**src/logic/gsfm_pkg.sv**
```systemverilog
// Package: constants and carrier types for the pin-function multiplexer
package gsfm_pkg;
	localparam int GSFM_NPINS    = 10;
	localparam int GSFM_PIN_XO   = 0;
	localparam int GSFM_PIN_REF  = 3;
	localparam int GSFM_PIN_DAT  = 4;
	localparam int GSFM_PIN_LED  = 5;
	localparam int GSFM_PIN_CK6  = 6;
	localparam int GSFM_SEL_P4   = 0;
	localparam int GSFM_SEL_P6   = 1;
	localparam int GSFM_SMALL_PINS = 7;
	localparam logic [1:0] GSFM_LED_OFF = 2'h0;
	localparam logic [9:0] GSFM_VAL_RST = 10'h0_1df;
	localparam logic [9:0] GSFM_CFG_RST = 10'h0_000;

	// Roles a pin can take
	typedef enum logic [2:0] {
		GSFM_ROLE_GPIO,
		GSFM_ROLE_VPP,
		GSFM_ROLE_XO,
		GSFM_ROLE_REF,
		GSFM_ROLE_DBG,
		GSFM_ROLE_CLKO,
		GSFM_ROLE_LED
	} gsfm_role_t;

	// Software controls
	typedef struct packed {
		logic [9:0] port_value;
		logic [9:0] port_drive_config;
		logic       crystal_osc_enable;
		logic       ref_clock_route_enable;
		logic       clock_output_enable;
		logic [1:0] clock_output_pin_select;
		logic [1:0] led_current_level;
		logic [1:0] matrix_roff;
		logic       large_package;
	} gsfm_ctrl_t;

	// Debug adapter side
	typedef struct packed {
		logic session_active;
		logic transaction_active;
		logic led_disable;
		logic led_disable_override;
		logic data_out;
		logic data_oe;
	} gsfm_dbg_t;

	// Pad drive for every pin
	typedef struct packed {
		logic [9:0] out;
		logic [9:0] oe;
	} gsfm_pad_t;
endpackage

```
**src/logic/gsfm_pin_role.sv**
```systemverilog
// Per-pin role arbiter by fixed priority
`timescale 1ns/1ps
module gsfm_pin_role (
	input  wire logic               i_vpp_mode,
	input  wire gsfm_pkg::gsfm_ctrl_t i_ctrl,
	input  wire gsfm_pkg::gsfm_dbg_t  i_dbg,
	input  wire logic               i_led_on,
	output gsfm_pkg::gsfm_role_t    o_role [gsfm_pkg::GSFM_NPINS]
);
	import gsfm_pkg::*;

	genvar g;
	generate
		for (g = 0; g < GSFM_NPINS; g++) begin : g_pin
			always_comb begin
				o_role[g] = GSFM_ROLE_GPIO;
				if (g == GSFM_PIN_XO) begin
					if (i_vpp_mode) begin
						o_role[g] = GSFM_ROLE_VPP;
					end else if (i_ctrl.crystal_osc_enable) begin
						o_role[g] = GSFM_ROLE_XO;
					end
				end else if (g == GSFM_PIN_REF) begin
					if (i_ctrl.ref_clock_route_enable) begin
						o_role[g] = GSFM_ROLE_REF;
					end
				end else if (g == GSFM_PIN_DAT) begin
					if (i_dbg.transaction_active) begin
						o_role[g] = GSFM_ROLE_DBG;
					end else if (i_ctrl.clock_output_enable
						&& i_ctrl.clock_output_pin_select[GSFM_SEL_P4]) begin
						o_role[g] = GSFM_ROLE_CLKO;
					end
				end else if (g == GSFM_PIN_LED) begin
					if (!i_led_on) begin
						o_role[g] = GSFM_ROLE_DBG;
					end else begin
						o_role[g] = GSFM_ROLE_LED;
					end
				end else if (g == GSFM_PIN_CK6) begin
					if (i_ctrl.clock_output_enable
						&& i_ctrl.clock_output_pin_select[GSFM_SEL_P6]) begin
						o_role[g] = GSFM_ROLE_CLKO;
					end
				end
			end
		end
	endgenerate
endmodule

```
**src/logic/gsfm_mux.sv**
```systemverilog
// Pin-function multiplexer with LED driver and debug takeover
`timescale 1ns/1ps
// Function
// - Each pin takes the highest-priority selected role; lower ones ignored
// - Pin 0: programming voltage, then crystal input, else input-only port
// - Pin 3 routes reference clock to counter when route enable set
// - Pin 4 becomes debug data during every debug transaction
// - Pin 4 outputs customer clock when enable and select bit 0 set
// - Pin 5 is debug clock input whenever LED driver is off
// - LED role forces pin 5 output; real drive state on status bit
// - Customer clock selectable on pin 4, pin 6, or both independently
// - LED current has three levels chosen by a two-bit field
// - Port bit 5 switches LED; pin 5 driven high (push-pull) while LED on
// - LED on disables pin 5 pull-down transistor
// - Pin 5 is plain open-drain output only during debug session
// - Debugger disables LED in session unless override given
// - Writes to port bit 0 have no effect
// - Port bit 5 reads zero while LED current level is zero
module gsfm_mux (
	input  wire logic                 i_clk,
	input  wire logic                 i_resetn,
	input  wire logic                 i_vpp_mode,
	input  wire gsfm_pkg::gsfm_ctrl_t i_ctrl,
	input  wire gsfm_pkg::gsfm_dbg_t  i_dbg,
	input  wire logic                 i_customer_clk,
	input  wire logic [9:0]           i_pad_in,
	output gsfm_pkg::gsfm_pad_t       o_pad,
	output logic [9:0]                o_port_read,
	output logic                      o_led_drive_status,
	output logic [1:0]                o_led_current_level,
	output logic                      o_led_pulldown_disable,
	output logic                      o_xo_in,
	output logic                      o_ref_clk,
	output logic                      o_debug_clock_pin,
	output logic                      o_debug_data_pin,
	output logic [2:0]                o_matrix_roff_pins,
	output logic [1:0]                o_matrix_roff
);
	import gsfm_pkg::*;

	////////////////////////////////////////////////////////////////////////////
	// Reset synchroniser
	logic [1:0] rst_sync_r;
	logic       rst_n;

	always_ff @(posedge i_clk or negedge i_resetn) begin
		if (!i_resetn) begin
			rst_sync_r <= 2'h0;
		end else begin
			rst_sync_r <= {rst_sync_r[0], 1'b1};
		end
	end
	assign rst_n = rst_sync_r[1];

	////////////////////////////////////////////////////////////////////////////
	// State
	typedef struct packed {
		gsfm_pad_t  pad;
		logic [9:0] read;
		logic       led_drive;
		logic [1:0] led_level;
		logic       pd_dis;
		logic       xo_in;
		logic       ref_clk;
		logic       dbg_clk;
		logic       dbg_dat;
		logic [1:0] roff;
	} gsfm_state_t;

	gsfm_state_t st_r;
	gsfm_state_t st_nxt;
	gsfm_role_t  role [GSFM_NPINS];
	logic        led_on;
	logic        led_want;
	logic        led_blocked;
	logic [9:0]  present;

	// Port bit 5 request, qualified by a nonzero level
	assign led_want = i_ctrl.port_value[GSFM_PIN_LED]
		&& (i_ctrl.led_current_level != GSFM_LED_OFF);
	// Debug disable wins unless overridden
	assign led_blocked = i_dbg.session_active && i_dbg.led_disable
		&& !i_dbg.led_disable_override;
	assign led_on = led_want && !led_blocked;
	assign present = i_ctrl.large_package ? 10'h3_ff : 10'h0_7f;

	gsfm_pin_role u_role (
		.i_vpp_mode (i_vpp_mode),
		.i_ctrl     (i_ctrl),
		.i_dbg      (i_dbg),
		.i_led_on   (led_on),
		.o_role     (role)
	);

	////////////////////////////////////////////////////////////////////////////
	// Next-state logic
	always_comb begin
		st_nxt = st_r;
		for (int p = 0; p < GSFM_NPINS; p++) begin
			// Plain port: open drain drives only low, push-pull drives both
			st_nxt.pad.out[p] = i_ctrl.port_value[p];
			st_nxt.pad.oe[p]  = present[p] && (i_ctrl.port_drive_config[p]
				|| !i_ctrl.port_value[p]);
			st_nxt.read[p]    = present[p] && i_pad_in[p];
			unique case (role[p])
				GSFM_ROLE_VPP, GSFM_ROLE_XO, GSFM_ROLE_REF: begin
					st_nxt.pad.out[p] = 1'b0;
					st_nxt.pad.oe[p]  = 1'b0;
				end
				GSFM_ROLE_CLKO: begin
					st_nxt.pad.out[p] = i_customer_clk;
					st_nxt.pad.oe[p]  = 1'b1;
				end
				GSFM_ROLE_DBG: begin
					if (p == GSFM_PIN_DAT) begin
						st_nxt.pad.out[p] = i_dbg.data_out;
						st_nxt.pad.oe[p]  = i_dbg.data_oe;
					end else begin
						// Open drain in session only, else input
						st_nxt.pad.out[p] = 1'b0;
						st_nxt.pad.oe[p]  = i_dbg.session_active
							&& !i_ctrl.port_value[p];
					end
				end
				GSFM_ROLE_LED: begin
					st_nxt.pad.out[p] = 1'b1;
					st_nxt.pad.oe[p]  = 1'b1;
				end
				default: begin
				end
			endcase
		end
		// Pin 0 never drives
		st_nxt.pad.out[GSFM_PIN_XO] = 1'b0;
		st_nxt.pad.oe[GSFM_PIN_XO]  = 1'b0;
		st_nxt.read[GSFM_PIN_LED] = led_want;
		st_nxt.led_drive = led_on;
		st_nxt.led_level = led_on ? i_ctrl.led_current_level : GSFM_LED_OFF;
		st_nxt.pd_dis    = led_on;
		st_nxt.xo_in     = (role[GSFM_PIN_XO] == GSFM_ROLE_XO) && i_pad_in[GSFM_PIN_XO];
		st_nxt.ref_clk   = (role[GSFM_PIN_REF] == GSFM_ROLE_REF)
			&& i_pad_in[GSFM_PIN_REF];
		st_nxt.dbg_clk   = (role[GSFM_PIN_LED] == GSFM_ROLE_DBG)
			&& i_pad_in[GSFM_PIN_LED];
		st_nxt.dbg_dat   = i_pad_in[GSFM_PIN_DAT];
		st_nxt.roff      = i_ctrl.matrix_roff;
	end

	always_ff @(posedge i_clk or negedge rst_n) begin
		if (!rst_n) begin
			st_r <= '0;
		end else begin
			st_r <= st_nxt;
		end
	end

	////////////////////////////////////////////////////////////////////////////
	// Outputs
	assign o_pad                  = st_r.pad;
	assign o_port_read            = st_r.read;
	assign o_led_drive_status     = st_r.led_drive;
	assign o_led_current_level    = st_r.led_level;
	assign o_led_pulldown_disable = st_r.pd_dis;
	assign o_xo_in                = st_r.xo_in;
	assign o_ref_clk              = st_r.ref_clk;
	assign o_debug_clock_pin      = st_r.dbg_clk;
	assign o_debug_data_pin       = st_r.dbg_dat;
	// Pad option latch controls
	assign o_matrix_roff_pins     = {3{1'b1}};
	assign o_matrix_roff          = st_r.roff;
endmodule

```
**config.mk**
```make
export PLATFORM = sky130hd
export DESIGN_NAME = gsfm_mux
export DESIGN_NICKNAME = d
export VERILOG_FILES = /design/src/logic/gsfm_pkg.sv /design/src/logic/gsfm_pin_role.sv /design/src/logic/gsfm_mux.sv
export SDC_FILE = /design/constraint.sdc
export NUM_CORES = 1
export LEC_CHECK = 0
export BUFFER_PORTS_ARGS = -buffer_cell sky130_fd_sc_hd__buf_4
export CAP_MARGIN = 30
export CORE_ASPECT_RATIO = 1.5
export CORE_UTILIZATION = 35
export DETAILED_ROUTE_END_ITERATION = 8
export GPL_TIMING_DRIVEN = 0
export PLACE_DENSITY = 0.75
export SLEW_MARGIN = 25
export SYNTH_ARGS = -nofsm -noshare
export SYNTH_HDL_FRONTEND = slang
export SYNTH_SLANG_ARGS = --single-unit
```
**constraint.sdc**
```tcl
create_clock -name i_clk -period 1.1 [get_ports i_clk]
set_input_delay 0.055 -clock i_clk [delete_from_list [all_inputs] [get_ports i_clk]]
set_output_delay 0.055 -clock i_clk [all_outputs]
set_load 0.005 [all_outputs]
```
# --- After elaboration in Yosys (flattened, before gate mapping) ---
# Cells that the tools add are included.
totals:
  reg_bits: 39
  input_bits: 50
  out_inout_bits: 43
  wordCells: 115
op_classes:
  reduce_logical: 62
  n_eq_ne: 25
  mux: 17
op_table:
  columns: ["operator", "count"]
  rows:
  - ["$eq A3 B3 Y1 const B", 12]
  - ["$logic_and A1 B1 Y1", 30]
  - ["$eq A3 B2 Y1 const B", 9]
  - ["$pmux W1 S3", 7]
  - ["$eq A3 B1 Y1 const B", 4]
  - ["$mux W3", 4]
  - ["$reduce_or A3 Y1", 4]
  - ["$reduce_or A4 Y1", 3]
  - ["$logic_not A1 Y1", 11]
  - ["$mux W10", 1]
  - ["$logic_or A1 B1 Y1", 9]
  - ["$mux W2", 4]
  - ["$reduce_or A2 Y1", 4]
  - ["$pmux W1 S4", 1]
  - ["$reduce_bool A2 Y1", 1]

# --- Logic depth before layout (Yosys ltp) ---
depth:
  depth_word: 8
  depth_mapped: 2
  ltp_nobuf: 2

# --- By module ---
# From an unflattened synthesis, not the netlist that was laid out.
hier_totals:
  cells_unflattened: 196
  area_unflattened_um2: 1998.2
by_module_without_submodules:
  columns: ["mod", "seq_area_each_um2", "instances", "cells_per_inst", "area_per_inst_um2"]
  rows:
  - ["gsfm_mux", 950.9, 1, 164, 1766.7]
  - ["gsfm_pin_role", 0.0, 1, 32, 231.5]

# --- Worst setup path after synthesis ---
# Ideal clock, no wire load.
synth_timing:
  path_type: "input -> register"
  start: "input i_dbg[1] (netlist name)"
  end: "register st_r, in the netlist o_pad[14]"
  cell_stages: 2
  path_slack_ps: 459
  setup_ps: 126
  t_required_ps: 974
  path_buffers: 0
  arrival_time_ps: 515
  path_cell_list: "and2_2 > a311o_1"
synth_lines:
  columns: ["element", "line", "rtl"]
  rows:
  - ["start: declaration", "gsfm_mux.sv:24", "input wire gsfm_pkg::gsfm_dbg_t i_dbg,"]
  - ["end signal: assignment", "gsfm_mux.sv:153", "st_r <= st_nxt;"]
  - ["end: declaration", "gsfm_mux.sv:70", "gsfm_state_t st_r;"]

==> metrics <==
routability cong.=0.7043; CP max stage cell=dlygate4sd3_1; Worst path max stage delay=0.53 ns; Least-Margin Pin Slew=0.7313 ns; DIE AREA=0.003742 mm²; Final Setup Violations=0; Reg clk slew, reported paths=0.08 ns; fraction of registers with async set/reset=100.0%; share of layout cells above drive strength 1=50.00%; drt via density=4.310; Total Wirelength=3320 µm; max-slew violations=0; Max H-tree Level=2; Sw Ratio=19.93%; post-cts resize count=0; slew margin rel.=51.25%; die width=50.28 µm; Die Span Y=74.42 µm; CTS tree=done; Yosys cell types=23; vias in the first global route=1159; placed inst area=0.001921 mm²; drt drc=0; startpoint class of the critical path=primary input; CTS max path bufs=2; Synth Instances=84; Synth Flop Type=dfrtp_1; Final Hold Viols=0; CTS buffer count=5; Design Power=3.322 mW; Reg area=927.1 µm²; Multi-input gate area=222.7 µm²; max_cap viols=0; Rows=25; Gate power share=13.4%; Setup CP Type=primary input to flop; n_diodes=0; Final TNS setup=0 ns; clock latency on the worst-skew pair=0.29 ns; antenna violations before repair=0; Port Buffer Count=84; DP HPWL=2162 µm; Fill cells=231; Final Util=71.88%; worst-path fanout max=2; Clock Power Share=41.9%; Initial DRT Pass Iterations=2; hold slack final=0.01147 ns; worst-case vdd ir drop=1.208 mV; ranking of synthesized cells by area=dfrtp_1 76%, buf_4 4.9%, inv_1 2.5%, and2_1 2.0%, a21boi_0 1.8%; flops & latches, synth=37; Root Buffer=clkbuf_8; GRT Resource Usage Total=18.69%; Post-synth top cells=37 x dfrtp_1, 8 x buf_4, 8 x inv_1; Power Internal=2.660 mW; Sequential Power Share=44.6%; Synth Cell Area=0.001224 mm²; top-area cell type share of the netlist area=75.66%; post-synthesis sequential area ratio=75.66%; Final #Nets=257; syn avg cell area=14.57 µm²; RSZ-0062 raised after global routing=no; CP endpoint kind=flop; total gr overflow=0; CP arrival=1.18 ns; count leader, synth=dfrtp_1; synth warn=0; Pleak=1.210 nW; WL per Instance=13.39 µm; Synth area leader=dfrtp_1; Starting Density=37.62%; fin crit period=1.000 ns; fin worst setup slack=0.09951 ns; Vias=1069; clk sink count=37; Final Cycle Share=90.95%; Worst EP required=1.28 ns; io pins=93; core box area=0.003253 mm²; pwr/cell area=1421 mW/mm²; placed cell count=212; worst clock skew=0.006920 ns; Detail Route Antenna Nets=0; Design Area, Final=0.002338 mm²; Area Growth Syn to Fin=91.10%; status=finished clean; cells along the critical path=dlygate4sd3_1 -> buf_4 -> and4b_1 -> a311o_1; largest net degree at the start of global routing=36; Max Fclk=999.5 MHz; first-pass GRT wire length=4968 µm; Place WS=0.2515 ns; number of flops mapped to enable cells by yosys=0; Layout Cells excl Fill=248; net load switching power=662.1 µW; Iter 0 DRT Violations=6; Hold Crit Class=primary input to flop
-- worst paths after layout --
path                                startpoint              to  slack, ns  cells after the start
worst max register to register   rst_sync_r[1]        o_pad[4]       0.30                      0
min in group asynchronous             i_resetn   rst_sync_r[1]       0.08                      2
max in group asynchronous        rst_sync_r[1]        o_pad[4]       0.30                      0
worst max-delay path            i_customer_clk       o_pad[14]        0.1                      4
worst min register to register   rst_sync_r[1]       o_pad[16]       0.33                      0
worst min-delay path                 i_ctrl[0]  o_port_read[8]       0.01                      2
-- per-layer routing --
metal	track usage, %	wire length (µm)	up-vias
li1	-	-	496
met1	16.67	1060	509
met2	35.85	1992	58
met3	5.521	199	6
met4	11.43	68	0
met5	0	0	-
-- worst max-delay path, delay by kind of cell --
| kind | cells | cell delay (ns) |
|---|---|---|
| simple gates | 1 | 0.19 |
| compound gates | 1 | 0.26 |
| buf+inv | 2 | 0.66 |
-- final cells by class --
cell class / instances / share of cell area, %
Timing Repair Buffer: 112 / 38.95
Buffer: 8 / 2.568
Clock inverter: 3 / 2.943
Tap cell: 40 / 2.140
Inverter: 8 / 1.284
Multi-Input combinational cell: 35 / 9.524
Sequential cell: 37 / 39.65
Clock buffer: 5 / 2.943
-- kinds of logic (layout without fill, tap and decap cells) --
family	after synthesis	count (layout)	share of synthesized area, %
DFF	37	37	75.66
buffers and inverters	16	136	7.362
AOI/OAI and AO/OA	9	9	5.624
muxes	1	1	0.9202
and+or+nand+nor	19	19	9.816
other	2	6	0.6137
-- sequential cells by signal (all words and copies together), names as in the netlist --
signal               cells
o_led_current_level      2
rst_sync_r               2
o_pad                   18
o_port_read             10
o_ref_clk                1
o_xo_in                  1
o_matrix_roff            2
o_debug_clock_pin        1
-- repair_timing --
action,in CTS,in global routing
hold endpoints to repair,31,0
buffers inserted,0,0
hold buffers,28,0
-- cell usage in the layout, fill, tap and decap left out, drive strengths merged --
master / count
buf: 92
dfrtp: 37
dlygate4sd3: 28
inv: 9
conb: 6
clkbuf: 5
and2: 5
nand2: 3
a21boi: 3
nor2: 2
nor3b: 2
nand2b: 2
bufinv: 2
nor2b: 2
o21ai: 1
and3b: 1
o22ai: 1
a41oi: 1
and4b: 1
a311o: 1
mux2: 1
nand3b: 1
o21a: 1
a21oi: 1
-- power groups by stage --
stage	clock network (mW)	logic [mW]	registers (mW)
final	1.39	0.446	1.48
after global routing	1.48	0.481	1.50
after CTS	1.42	0.442	1.48
after detailed placement	0	0.361	1.51
after global placement	0	0.349	1.51
after floorplan	0	0.0780	1.51
No activity file was read; power rests on OpenSTA's default activity.
